===== src/common/cycle_timing_pkg.sv =====
// Shared constants and types for the instruction cycle accounting block
package cycle_timing_pkg;

	localparam int FETCH_WIDTH = 2;
	localparam int WORDS_WIDTH = 5;
	localparam int INTERNAL_WIDTH = 5;
	localparam int FETCH_BRANCH = 3;
	localparam int FETCH_NORMAL = 1;
	localparam int MOVE_INTERNAL = 3;
	localparam int MUL_MAX_INTERNAL = 16;
	localparam int COPRO_INTERNAL_ID = 15;
	localparam int COPRO_REG_LAST = 7;
	localparam int FLAGS_MSB = 31;
	localparam int FLAGS_LSB = 28;
	localparam logic [31:0] MUL_SAT_LIMIT = 32'h20000000;

	typedef enum logic [3:0] {
		CLASS_DATA_PROC,
		CLASS_WORD_LOAD,
		CLASS_WORD_STORE,
		CLASS_BLOCK_LOAD,
		CLASS_BLOCK_STORE,
		CLASS_ATOMIC_SWAP,
		CLASS_BRANCH,
		CLASS_SOFTWARE_INTERRUPT,
		CLASS_MULTIPLY,
		CLASS_COPRO_DATA_OP,
		CLASS_COPRO_LOAD,
		CLASS_COPRO_STORE,
		CLASS_COPRO_MOVE,
		CLASS_UNDEFINED,
		CLASS_EXCEPTION
	} instr_class_e;

	typedef enum logic [2:0] {
		PHASE_IDLE,
		PHASE_FETCH,
		PHASE_READ,
		PHASE_WRITE,
		PHASE_INTERNAL
	} phase_e;

endpackage


===== src/common/cycle_plan_if.sv =====
// Cycle plan handed from the decoder to the sequencer
`timescale 1ns/1ps
`default_nettype none
interface cycle_plan_if;
	import cycle_timing_pkg::*;
	logic load;
	logic [1:0] fetches;
	logic [4:0] reads;
	logic [4:0] writes;
	logic [4:0] internals;
	logic trap;
	logic busy;

	modport decoder (output load, fetches, reads, writes, internals, trap, input busy);
	modport sequencer (input load, fetches, reads, writes, internals, trap, output busy);
endinterface
`default_nettype wire


===== src/rtl/cycle_sequencer.sv =====
// Steps an instruction through its fetch, read, write and internal cycles
`timescale 1ns/1ps
`default_nettype none
module cycle_sequencer
	import cycle_timing_pkg::*;
(
	input wire logic sys_clk,
	input wire logic reset_n,
	cycle_plan_if.sequencer plan,
	input wire logic cache_hit,
	input wire logic write_buffer_enable,
	input wire logic write_buffer_space,
	input wire logic mem_done,
	output phase_e phase,
	output logic cycle_step,
	output logic done_pulse
);

	logic [1:0] fetch_reg;
	logic [4:0] read_reg;
	logic [4:0] write_reg;
	logic [4:0] internal_reg;
	logic trap_reg;
	logic access_ok;

	// Hit or buffered write with space finishes in one cycle; a full buffer waits for space, misses and unbuffered writes wait for memory
	always_comb begin
		unique case (phase)
			PHASE_FETCH, PHASE_READ: access_ok = cache_hit || mem_done;
			PHASE_WRITE: access_ok = write_buffer_enable ? write_buffer_space : mem_done;
			PHASE_INTERNAL: access_ok = 1'b1;
			default: access_ok = 1'b0;
		endcase
	end

	assign cycle_step = access_ok && (phase != PHASE_IDLE);
	assign plan.busy = (phase != PHASE_IDLE);

	always_ff @(posedge sys_clk or negedge reset_n) begin
		if (!reset_n) begin
			phase <= PHASE_IDLE;
			fetch_reg <= '0;
			read_reg <= '0;
			write_reg <= '0;
			internal_reg <= '0;
			trap_reg <= 1'b0;
			done_pulse <= 1'b0;
		end else begin
			done_pulse <= 1'b0;
			if (phase == PHASE_IDLE) begin
				if (plan.load) begin
					fetch_reg <= plan.fetches - 2'h1;
					read_reg <= plan.reads;
					write_reg <= plan.writes;
					internal_reg <= plan.internals;
					trap_reg <= plan.trap;
					phase <= PHASE_FETCH;
				end
			end else if (access_ok) begin
				// Read before write keeps the swap order
				if (phase == PHASE_FETCH && fetch_reg != 2'h0) begin
					fetch_reg <= fetch_reg - 2'h1;
				end else if (phase != PHASE_WRITE && phase != PHASE_INTERNAL && read_reg != 5'h0) begin
					read_reg <= read_reg - 5'h1;
					phase <= PHASE_READ;
				end else if (phase != PHASE_INTERNAL && write_reg != 5'h0) begin
					write_reg <= write_reg - 5'h1;
					phase <= PHASE_WRITE;
				end else if (internal_reg != 5'h0) begin
					internal_reg <= internal_reg - 5'h1;
					phase <= PHASE_INTERNAL;
				end else begin
					phase <= PHASE_IDLE;
					done_pulse <= 1'b1;
				end
			end
		end
	end

endmodule
`default_nettype wire


===== src/rtl/instruction_cycle_timing.sv =====
// Cycle accounting and trap dispatch for one instruction at a time
// Notes on behaviour
// - Undefined instruction traps only when condition true
// - Failed condition costs one fetch only
// - Data processing: one fetch, shift adds internal
// - PC-writing data processing: three fetches
// - Word load: fetch, read, internal
// - Word load to PC: three fetches
// - Word store: fetch then one write
// - Block load: fetch, n reads, internal
// - Block load with PC: three fetches
// - Block store: fetch then n writes
// - Swap: fetch, read, write, internal
// - Multiply: one plus operand-dependent internals
// - Coprocessor ops trap except internal moves
// - Internal coprocessor move: fetch plus three internals
// - Internal cycle lasts one core clock
// - Fetch/read one cycle on hit
// - Buffered write one cycle with buffer space
// - Line fill or table walk lengthens
// - Move to PC updates only flags
`timescale 1ns/1ps
`default_nettype none
module instruction_cycle_timing
	import cycle_timing_pkg::*;
(
	input wire logic sys_clk,
	input wire logic reset_n,
	input wire logic issue_valid,
	input wire instr_class_e issue_class,
	input wire logic condition_pass,
	input wire logic shift_by_register,
	input wire logic writes_pc,
	input wire logic [4:0] word_count,
	input wire logic [31:0] multiplier_operand,
	input wire logic [3:0] copro_number,
	input wire logic [3:0] copro_register,
	input wire logic copro_to_core,
	input wire logic [31:0] copro_move_data,
	input wire logic copro_absent_a,
	input wire logic copro_absent_b,
	input wire logic cache_hit,
	input wire logic write_buffer_enable,
	input wire logic write_buffer_space,
	input wire logic mem_done,
	output logic issue_ready,
	output logic fetch_cycle,
	output logic read_cycle,
	output logic write_cycle,
	output logic internal_cycle,
	output logic trap_take,
	output logic refused_by_copro,
	output logic flags_write,
	output logic [3:0] flags_value,
	output logic instr_done
);

	cycle_plan_if plan ();
	phase_e phase;
	logic cycle_step;
	logic done_pulse;
	logic [1:0] fetches_next;
	logic [4:0] reads_next;
	logic [4:0] writes_next;
	logic [4:0] internals_next;
	logic trap_next;
	logic [4:0] mul_cycles;
	logic internal_move;
	logic trap_pending_reg;
	logic flags_pending_reg;
	logic [3:0] flags_hold_reg;

	// ----------------------------------------
	// Multiply length
	// ----------------------------------------
	// Two operand bits retired per internal cycle
	always_comb begin
		mul_cycles = 5'h1;
		if (multiplier_operand >= MUL_SAT_LIMIT) begin
			mul_cycles = 5'(MUL_MAX_INTERNAL);
		end else begin
			for (int m = 2; m < MUL_MAX_INTERNAL; m++) begin
				if (multiplier_operand >= (32'h1 << (2 * m - 3))) begin
					mul_cycles = 5'(m);
				end
			end
		end
	end

	assign internal_move = (copro_number == 4'(COPRO_INTERNAL_ID))
		&& (copro_register <= 4'(COPRO_REG_LAST));

	// ----------------------------------------
	// Cycle plan per class
	// ----------------------------------------
	always_comb begin
		fetches_next = 2'(FETCH_NORMAL);
		reads_next = 5'h0;
		writes_next = 5'h0;
		internals_next = 5'h0;
		trap_next = 1'b0;
		if (condition_pass) begin
			unique case (issue_class)
				CLASS_DATA_PROC: begin
					fetches_next = writes_pc ? 2'(FETCH_BRANCH) : 2'(FETCH_NORMAL);
					internals_next = shift_by_register ? 5'h1 : 5'h0;
				end
				CLASS_WORD_LOAD: begin
					fetches_next = writes_pc ? 2'(FETCH_BRANCH) : 2'(FETCH_NORMAL);
					reads_next = 5'h1;
					internals_next = 5'h1;
				end
				CLASS_WORD_STORE: writes_next = 5'h1;
				CLASS_BLOCK_LOAD: begin
					fetches_next = writes_pc ? 2'(FETCH_BRANCH) : 2'(FETCH_NORMAL);
					reads_next = word_count;
					internals_next = 5'h1;
				end
				CLASS_BLOCK_STORE: writes_next = word_count;
				CLASS_ATOMIC_SWAP: begin
					reads_next = 5'h1;
					writes_next = 5'h1;
					internals_next = 5'h1;
				end
				CLASS_BRANCH, CLASS_SOFTWARE_INTERRUPT, CLASS_EXCEPTION:
					fetches_next = 2'(FETCH_BRANCH);
				CLASS_MULTIPLY: internals_next = mul_cycles;
				CLASS_COPRO_MOVE: begin
					if (internal_move) begin
						internals_next = 5'(MOVE_INTERNAL);
					end else begin
						fetches_next = 2'(FETCH_BRANCH);
						trap_next = 1'b1;
					end
				end
				CLASS_COPRO_DATA_OP, CLASS_COPRO_LOAD, CLASS_COPRO_STORE, CLASS_UNDEFINED: begin
					fetches_next = 2'(FETCH_BRANCH);
					trap_next = 1'b1;
				end
				default: trap_next = 1'b1;
			endcase
		end
	end
	// A failed condition falls through with one fetch and nothing else

	assign plan.load = issue_valid && !plan.busy;
	assign plan.fetches = fetches_next;
	assign plan.reads = reads_next;
	assign plan.writes = writes_next;
	assign plan.internals = internals_next;
	assign plan.trap = trap_next;

	cycle_sequencer sequencer_inst (
		.sys_clk(sys_clk),
		.reset_n(reset_n),
		.plan(plan),
		.cache_hit(cache_hit),
		.write_buffer_enable(write_buffer_enable),
		.write_buffer_space(write_buffer_space),
		.mem_done(mem_done),
		.phase(phase),
		.cycle_step(cycle_step),
		.done_pulse(done_pulse)
	);

	// ----------------------------------------
	// Per-cycle strobes
	// ----------------------------------------
	always_ff @(posedge sys_clk or negedge reset_n) begin
		if (!reset_n) begin
			fetch_cycle <= 1'b0;
			read_cycle <= 1'b0;
			write_cycle <= 1'b0;
			internal_cycle <= 1'b0;
		end else begin
			fetch_cycle <= cycle_step && (phase == PHASE_FETCH);
			read_cycle <= cycle_step && (phase == PHASE_READ);
			write_cycle <= cycle_step && (phase == PHASE_WRITE);
			internal_cycle <= cycle_step && (phase == PHASE_INTERNAL);
		end
	end

	always_ff @(posedge sys_clk or negedge reset_n) begin
		if (!reset_n) begin
			issue_ready <= 1'b0;
			instr_done <= 1'b0;
		end else begin
			issue_ready <= !plan.busy && !plan.load;
			instr_done <= done_pulse;
		end
	end

	// ----------------------------------------
	// Trap dispatch
	// ----------------------------------------
	// The trap is taken at completion regardless; refused_by_copro records whether both external coprocessors refused
	always_ff @(posedge sys_clk or negedge reset_n) begin
		if (!reset_n) begin
			trap_pending_reg <= 1'b0;
			trap_take <= 1'b0;
			refused_by_copro <= 1'b0;
		end else begin
			trap_take <= 1'b0;
			if (plan.load) begin
				trap_pending_reg <= trap_next;
			end else if (done_pulse) begin
				trap_pending_reg <= 1'b0;
			end
			if (done_pulse && trap_pending_reg) begin
				trap_take <= 1'b1;
				refused_by_copro <= copro_absent_a && copro_absent_b;
			end
		end
	end

	// ----------------------------------------
	// Flag update from coprocessor move
	// ----------------------------------------
	// Only the four flag bits travel; pc and other status stay as they were
	always_ff @(posedge sys_clk or negedge reset_n) begin
		if (!reset_n) begin
			flags_pending_reg <= 1'b0;
			flags_hold_reg <= 4'h0;
			flags_write <= 1'b0;
			flags_value <= 4'h0;
		end else begin
			flags_write <= 1'b0;
			// A take in the done cycle must not lose its own pending flag
			if (plan.load) begin
				flags_pending_reg <= condition_pass && (issue_class == CLASS_COPRO_MOVE)
					&& internal_move && copro_to_core && writes_pc;
				flags_hold_reg <= copro_move_data[FLAGS_MSB:FLAGS_LSB];
			end else if (done_pulse) begin
				flags_pending_reg <= 1'b0;
			end
			if (done_pulse && flags_pending_reg) begin
				flags_write <= 1'b1;
				flags_value <= flags_hold_reg;
			end
		end
	end

endmodule
`default_nettype wire


===== config.mk =====
export PLATFORM = sky130hd
export DESIGN_NAME = instruction_cycle_timing
export DESIGN_NICKNAME = d
export VERILOG_FILES = /design/src/common/cycle_timing_pkg.sv /design/src/common/cycle_plan_if.sv /design/src/rtl/cycle_sequencer.sv /design/src/rtl/instruction_cycle_timing.sv
export SDC_FILE = /design/constraint.sdc
export NUM_CORES = 1
export LEC_CHECK = 0
export BUFFER_PORTS_ARGS = -buffer_cell sky130_fd_sc_hd__clkbuf_2
export CAP_MARGIN = 40
export CORE_MARGIN = 2
export CORE_UTILIZATION = 39
export DETAILED_ROUTE_END_ITERATION = 10
export PLACE_DENSITY = 0.69
export REMOVE_ABC_BUFFERS = 1
export SLEW_MARGIN = 20
export SYNTH_ARGS = -nofsm -noshare
export SYNTH_HDL_FRONTEND = slang
export SYNTH_HIERARCHICAL = 1
export SYNTH_SLANG_ARGS = --single-unit

===== constraint.sdc =====
create_clock -name sys_clk -period 2.54 [get_ports sys_clk]
set_clock_uncertainty 0.15 [all_clocks]
set_input_delay 0.508 -clock sys_clk [delete_from_list [all_inputs] [get_ports sys_clk]]
set_output_delay 0.508 -clock sys_clk [all_outputs]
set_load 0.005 [all_outputs]

==> flow_metrics.tcl, run 1 <==
set metrics [dict create \
    p_leak_nw 1.61 \
    setup_violations 0 \
    placed_area_mm2 0.00327 \
    fmax_mhz 444 \
    r2r_setup_slack_ns 0.29 \
    synth_cells 315 \
    cp.arrival_ns 2.29 \
    drt-total-wl_um 6460 \
    drive_gt1_share_pct 29.7 \
    fp-row-count 30 \
    final_net_count 493 \
    area_growth_pct 22.2 \
    ant_nets 0 \
    critPathSlowestCell "nor4b_1" \
    power.total_mw 3.33 \
    fin_area_mm2 0.00339 \
    final_common_cell "clkbuf_2" \
    seqCellArea_mm2 0.00100 \
    grt.total_usage_pct 17.7 \
    path_class "reg -> reg" \
    antenna_found_initial 0 \
    first_global_vias 2412 \
    clk_latency_ns 0.30 \
    ys_seq_elements 40 \
    pin_count 107 \
    yosysSeqAreaShare_pct 36.1 \
    dieWidth_um 88.3 \
    place_congestion 0.865 \
    die_area_mm2 0.00780 \
    required_ns 2.58 \
    end_kind "register" \
    ys_warn_count 6 \
    hold_viol_final 0 \
    r2r-end "sequencer_inst/write_reg[0]" \
    cts-resized-gates 0 \
    tightest_slew_ns 0.548 \
    cts_tree "done" \
    cp-start-kind "register" \
    cts_max_level 2 \
    hold_slack_ns 0.103 \
    core_area_mm2 0.00683 \
    cts_sinks 40 \
    final-max-slew-violation-count 0 \
    nFillCells 673 \
    timing.final.crit_share_pct 88.8 \
    reg2reg_depth 8 \
    synth_edf_count 0 \
    dp_hpwl_um 4880 \
    final_util_pct 49.6 \
    maxSlewHeadroom_pct 62.9 \
    drc 0 \
    cts_made_buffers 5 \
    place_ws_ns 0.149 \
    ir_drop_mv 0.389 \
    avgSynthCellArea_um2 8.80 \
    cts_setup_buffers 0 \
    die_h_um 88.3 \
    mostFrequentLayoutCells "clkbuf_2 (74), dfrtp_1 (40), nor2_1 (34)" \
    cp_max_fo 11 \
    clk_pin_slew_worst_paths_ns 0.09 \
    ys_types 72 \
    synthFlopType "dfrtp_1" \
    fin_ws_ns 0.285 \
    cts_root_buffer "clkbuf_8" \
    wire_per_inst_um 13.2 \
    drt_iter0_drc 120 \
    grt_pass1_wl_um 11100 \
    cp_slowest_stage_delay_ns 0.47 \
    drtPass1Iterations 4 \
    cap_violations 0 \
    via_per_inst 5.38 \
    power_density_mw_per_mm2 983 \
    diodes 0 \
    period_minus_slack_ns 2.25 \
    num_vias 2634 \
    synth-async-reset-ratio_pct 100 \
    syn_area_mm2 0.00277 \
    r2r-start "sequencer_inst/read_reg[0]" \
    port_buffers 74 \
    status "completed" \
    initial_core_util_pct 40.6 \
    grt_max_degree 41 \
    ctsHoldBuffers 0 \
    clockBufferDepth 2 \
    multi_input_area_mm2 0.00165 \
    grt-ovfl-total 0 \
    hold_class "in -> async" \
    rsz0062_at_grt "false" \
    path_cells "inv_1 > ha_1 > nor4b_1 > nand3_1 > a221oi_2 > buf_4 > a21boi_0 > mux2i_1" \
]
-- per-stage QoR --
stage | instances | setup TNS (ns)
6_report | 490 | 0
5_1_grt | 490 | 0
4_1_cts | 490 | 0
3_5_place_dp | 482 | 0
3_3_place_gp | 482 | 0
2_1_floorplan | 301 | -7.76
-- worst max-delay path by stage --
stage | from | cells past startpoint | endpoint
2_1_floorplan | sequencer_inst/phase[1] | 8 | sequencer_inst/write_reg[0]
3_3_place_gp | multiplier_operand[18] | 9 | sequencer_inst/internal_reg[0]
3_5_place_dp | multiplier_operand[18] | 9 | sequencer_inst/internal_reg[0]
4_1_cts | sequencer_inst/read_reg[0] | 8 | sequencer_inst/write_reg[0]
5_1_grt | sequencer_inst/read_reg[0] | 8 | sequencer_inst/write_reg[0]
6_report | sequencer_inst/read_reg[0] | 8 | sequencer_inst/write_reg[0]
-- layout make-up --
cell class	count	area share [%]
clock buffer	5	2.03
clock inverter	3	1.40
inverter	13	1.44
multi-input combinational	248	48.6
sequential	40	29.6
tap	96	3.55
timing repair buffer	85	13.4
-- Yosys cell counts, drive strengths merged (2+ instances only) --
library cell,instances,area (um^2)
mux2,8,90.1
ha,6,75.1
a2bb2oi,2,17.5
a21o,5,38.8
buf,9,56.3
o22ai,2,12.5
nor2b,3,21.3
nand4,4,31.3
a22o,2,17.5
nand3,11,55.1
a31oi,4,25.0
and4b,3,30.0
clkbuf,6,22.5
a21oi,25,125
inv,13,48.8
nor3,13,92.6
o21ai,23,115
dfrtp,40,1000
nor2,35,134
o31ai,6,45.0
mux2i,4,40.0
and3,3,18.8
or4b,3,30.0
o211ai,2,15.0
nor4,9,83.8
a21boi,2,15.0
or2,4,25.0
nand2b,7,43.8
nand2,29,109
nor4bb,2,20.0
nor4b,3,26.3
o41ai,3,45.1
-- kinds of logic (layout without fill, tap and decap cells) --
| group | after synthesis | after routing | synth area share (%) |
|---|---|---|---|
| simple gates | 135 | 135 | 28.1 |
| compound gates | 91 | 91 | 23.0 |
| flops | 40 | 40 | 36.1 |
| buf+inv | 28 | 106 | 4.60 |
| mux | 12 | 12 | 4.70 |
| fa+ha+maj | 6 | 6 | 2.71 |
| xor+xnor | 2 | 2 | 0.632 |
| other cells | 1 | 2 | 0.135 |
-- critical path, delay by kind of cell (launching register included) --
family / cells / cell delay, ns
flip-flops: 1 / 0.38
buffers and inverters: 2 / 0.32
multiplexers: 1 / 0.09
AO/OA/AOI/OAI: 2 / 0.41
AND/OR/NAND/NOR: 2 / 0.63
adder cells (fa/ha/maj): 1 / 0.16
-- report_power, final --
part           switching, mW  internal [mW]  leakage (nW)
Clock                  0.247          0.296        0.0583
Sequential             0.232          0.870         0.501
Combinational          0.925          0.757          1.05
-- layer usage --
layer	track usage [%]	up-vias	share of wire, %
li1	-	1318	-
met1	24.8	1236	48
met2	28.6	70	46
met3	2.24	10	4.0
met4	5.79	0	1.9
met5	0	-	0
(Power assumes the default switching activity.)
==> run 2, diff against run 1 <==
- PLACE_DENSITY: 0.69 -> 0.66
- clock period: 2.54 -> 2.7 ns (I/O delays scaled with it)
==> run 2 against run 1 <==
Compared with the run above:
- the flow now finishes with violations (negative hold slack)
- first-iteration DRC count rose by 6.7%
- clock power fell by 9.2%
- maximum frequency fell by 6.2%
- critical path depth fell by 2
- register-to-register slack barely moved
- flip-flop and latch count did not move
- worst hold slack got worse by 0.11 ns
==> flow_metrics.tcl, run 2 (synthesized netlist as in run 1, its figures left out) <==
set metrics [dict create \
    wire_per_inst_um 13.6 \
    drt_iter0_drc 128 \
    grt.total_usage_pct 18.2 \
    place_ws_ns 0.241 \
    p_leak_nw 1.59 \
    fp-row-count 30 \
    hold_slack_ns -0.00258 \
    required_ns 2.74 \
    setup_violations 0 \
    area_growth_pct 21.2 \
    nFillCells 663 \
    via_per_inst 5.45 \
    cts_tree "done" \
    clk_latency_ns 0.30 \
    cts_sinks 40 \
    core_area_mm2 0.00683 \
    startpoint "sequencer_inst/phase[1]" \
    maxSlewHeadroom_pct 64.0 \
    rsz0062_at_grt "false" \
    initial_core_util_pct 40.6 \
    drc 0 \
    drtPass1Iterations 4 \
    cp_max_fo 10 \
    clockBufferDepth 2 \
    cts-resized-gates 0 \
    hold_viol_final 3 \
    fmax_mhz 416 \
    power.total_mw 3.08 \
    final_net_count 490 \
    violations "negative hold slack" \
    dp_hpwl_um 5030 \
    clk_pin_slew_worst_paths_ns 0.08 \
    drive_gt1_share_pct 29.2 \
    status "finished with violations" \
    ir_drop_mv 0.281 \
    cp.arrival_ns 2.44 \
    period_minus_slack_ns 2.40 \
    timing.final.crit_share_pct 89.0 \
    cp-start-kind "register" \
    power_density_mw_per_mm2 918 \
    r2r-start "sequencer_inst/phase[1]" \
    antenna_found_initial 0 \
    diodes 0 \
    cts_made_buffers 5 \
    pin_count 107 \
    grt_pass1_wl_um 11200 \
    final_common_cell "clkbuf_2" \
    port_buffers 74 \
    grt-ovfl-total 0 \
    cts_max_level 2 \
    end_kind "register" \
    final-max-slew-violation-count 0 \
    mostFrequentLayoutCells "clkbuf_2 (74), dfrtp_1 (40), nor2_1 (34)" \
    num_vias 2652 \
    ctsHoldBuffers 0 \
    die_h_um 88.3 \
    path_class "reg -> reg" \
    dieWidth_um 88.3 \
    cts_root_buffer "clkbuf_8" \
    die_area_mm2 0.00780 \
    ant_nets 0 \
    grt_max_degree 19 \
    place_congestion 0.837 \
    drt-total-wl_um 6630 \
    tightest_slew_ns 0.532 \
    cts_setup_buffers 0 \
    cap_violations 0 \
    fin_ws_ns 0.297 \
    first_global_vias 2418 \
    hold_class "in -> async" \
]
[run 2: critical path: stages (launching register included)]
cell and delay [ns]:
dfrtp_1 0.58, buf_4 0.23, xnor2_1 0.09, o32a_4 0.38
a21oi_1 0.47, a31oi_1 0.15, a31o_2 0.24
[run 2: layout make-up]
cell class	instances	area (um^2)	area share, %
multi-input combinational	248	1650	49.0
timing repair buffer	82	430	12.8
tap	96	120	3.58
clock inverter	3	42.5	1.27
clock buffer	5	68.8	2.05
sequential	40	1000	29.8
inverter	13	48.8	1.45
[run 2: path summary, 6_finish.rpt]
| path | to | slack (ns) | depth (start not counted) |
|---|---|---|---|
| max reg2reg | sequencer_inst/internal_reg[0] | 0.30 | 6 |
| min | sequencer_inst/write_reg[0] | -0.003 | 1 |
| min reg2reg | instr_done | 0.30 | 0 |
| max in group asynchronous | sequencer_inst/read_reg[2] | 1.85 | 2 |
| max | sequencer_inst/internal_reg[0] | 0.30 | 6 |
| min in group sys_clk | issue_ready | 0.27 | 2 |
[run 2: where the power goes]
| part | leakage (nW) | switching (mW) | internal (mW) |
|---|---|---|---|
| combinational | 1.03 | 0.858 | 0.680 |
| sequential | 0.501 | 0.233 | 0.818 |
| clock | 0.0541 | 0.219 | 0.274 |
[run 2: per-stage QoR]
stage	std cells	hold WS [ns]	util (%)	instance area (um^2)	setup TNS, ns
6_report	487	-0.00258	49.2	3360	0
5_1_grt	487	0.0193	49.2	3360	0
4_1_cts	487	0.00890	49.2	3360	0
3_5_place_dp	479	0.284	47.5	3250	0
3_3_place_gp	479	0.282	47.5	3250	0
2_1_floorplan	301	0.0944	-	2700	-4.91
[run 2: per-layer routing]
layer / vias up / track usage [%] / wire length (um) / share of wire (%)
li1: 1316 / - / - / -
met2: 87 / 29.2 / 3030 / 46
met3: 6 / 3.17 / 410 / 6.2
met1: 1243 / 25.3 / 3110 / 47
met5: - / 0 / 0 / 0
met4: 0 / 5.10 / 86 / 1.3
==> run 3, diff against run 2 <==
- CORE_MARGIN: 2 -> unset
- CORE_UTILIZATION: 39 -> 53
- PLACE_DENSITY: 0.66 -> 0.86
==> run 3 against run 2 <==
Compared with the run above:
- the run now ends clean
- register-to-register slack got worse by 0.02 ns
- sequential power hardly changed
- combinational power grew 3%
- die area down 29%
- clock-buffer cell count stayed put
- via count up 4.6%
- first-iteration DRC count grew 61%
- maximum frequency is 0.88% lower
- setup slack got worse by 0.021 ns
- critical path type unchanged
- critical endpoint is now sequencer_inst/internal_reg[1]
==> flow_metrics.tcl, run 3 (synthesized netlist as in run 1, its figures left out) <==
set metrics [dict create \
    fmax_mhz 413 \
    end_kind "register" \
    setup_violations 0 \
    grt_pass1_wl_um 11600 \
    final_net_count 489 \
    grt_max_degree 41 \
    rsz0062_at_grt "false" \
    hold_viol_final 0 \
    place_congestion 0.845 \
    cts-resized-gates 0 \
    r2r-start "sequencer_inst/read_reg[0]" \
    p_leak_nw 1.58 \
    maxSlewHeadroom_pct 63.9 \
    fin_area_mm2 0.00332 \
    required_ns 2.77 \
    ant_nets 0 \
    power_density_mw_per_mm2 948 \
    drive_gt1_share_pct 29.0 \
    area_growth_pct 19.7 \
    core_area_mm2 0.00488 \
    fp-row-count 25 \
    via_per_inst 6.07 \
    hold_class "in -> async" \
    dieWidth_um 74.3 \
    reg2reg_depth 7 \
    drt-total-wl_um 6870 \
    clockBufferDepth 2 \
    wire_per_inst_um 15.0 \
    num_vias 2774 \
    cp-start-kind "register" \
    cp.arrival_ns 2.50 \
    r2r-end "sequencer_inst/internal_reg[1]" \
    status "completed" \
    tightest_slew_ns 0.533 \
    ir_drop_mv 0.405 \
    placed_area_mm2 0.00320 \
    clk_pin_slew_worst_paths_ns 0.09 \
    mostFrequentLayoutCells "clkbuf_2 (74), dfrtp_1 (40), nor2_1 (34)" \
    hold_slack_ns 0.137 \
    ctsHoldBuffers 0 \
    clk_latency_ns 0.30 \
    timing.final.crit_share_pct 89.8 \
    path_class "reg -> reg" \
    cap_violations 0 \
    first_global_vias 2710 \
    cts_sinks 40 \
    die_area_mm2 0.00552 \
    drc 0 \
    port_buffers 74 \
    cts_setup_buffers 0 \
    cts_root_buffer "clkbuf_8" \
    drtPass1Iterations 4 \
    startpoint "sequencer_inst/read_reg[0]" \
    grt-ovfl-total 0 \
    grt.total_usage_pct 27.4 \
    die_h_um 74.3 \
    tns_ns 0 \
    initial_core_util_pct 56.8 \
    final-max-slew-violation-count 0 \
    cts_tree "done" \
    dp_hpwl_um 5140 \
    antenna_found_initial 0 \
    cts_made_buffers 5 \
    cts_max_level 2 \
    drt_iter0_drc 206 \
    cp_max_fo 6 \
    diodes 0 \
    r2r_setup_slack_ns 0.28 \
    period_minus_slack_ns 2.42 \
    pin_count 107 \
    final_common_cell "clkbuf_2" \
]
run 3: area by class of cell:
class / instances / area (um^2)
tap: 67 / 83.8
clock buffer: 5 / 68.8
inverter: 13 / 48.8
timing repair buffer: 81 / 423
fill: 399 / 1560
sequential: 40 / 1000
multi-input combinational: 248 / 1650
clock inverter: 3 / 46.3
run 3: worst max path at each step:
stage | slack [ns] | endpoint
floorplan | -0.45 | sequencer_inst/write_reg[0]
global placement | 0.31 | sequencer_inst/internal_reg[0]
detailed placement | 0.28 | sequencer_inst/internal_reg[0]
CTS | 0.33 | sequencer_inst/internal_reg[1]
global route | 0.17 | sequencer_inst/read_reg[0]
finish | 0.28 | sequencer_inst/internal_reg[1]
run 3: metrics by stage:
| step | utilization, % | setup slack [ns] | cells | power, mW |
|---|---|---|---|---|
| after CTS | 68.0 | 0.329 | 457 | 3.13 |
| after global placement | 65.6 | 0.312 | 449 | 2.51 |
| after floorplan | - | -0.455 | 301 | 2.14 |
| final | 68.0 | 0.276 | 457 | 3.14 |
| after detailed placement | 65.6 | 0.277 | 449 | 2.61 |
| after global routing | 68.0 | 0.170 | 457 | 3.38 |
run 3: metal layers:
| layer | global-route usage, % | share of wire [%] | routed length, um |
|---|---|---|---|
| met1 | 31.8 | 40 | 2760 |
| met2 | 49.2 | 51 | 3520 |
| met3 | 5.01 | 6.1 | 421 |
| met4 | 12.4 | 2.4 | 167 |
| met5 | 0 | 0 | 0 |
run 3: critical path: stages (launching register included):
cell	delay, ns
dfrtp_1	0.39
inv_1	0.13
ha_1	0.20
nor4b_1	0.46
a21oi_1	0.17
o221ai_2	0.32
nor2b_2	0.32
mux2i_1	0.20
run 3: report_power, final:
group	switching, mW	internal, mW	total, mW	leakage, nW
clock	0.230	0.279	0.508	0.0548
sequential	0.239	0.818	1.06	0.501
combinational	0.896	0.682	1.58	1.03
total	1.36	1.78	3.14	1.58
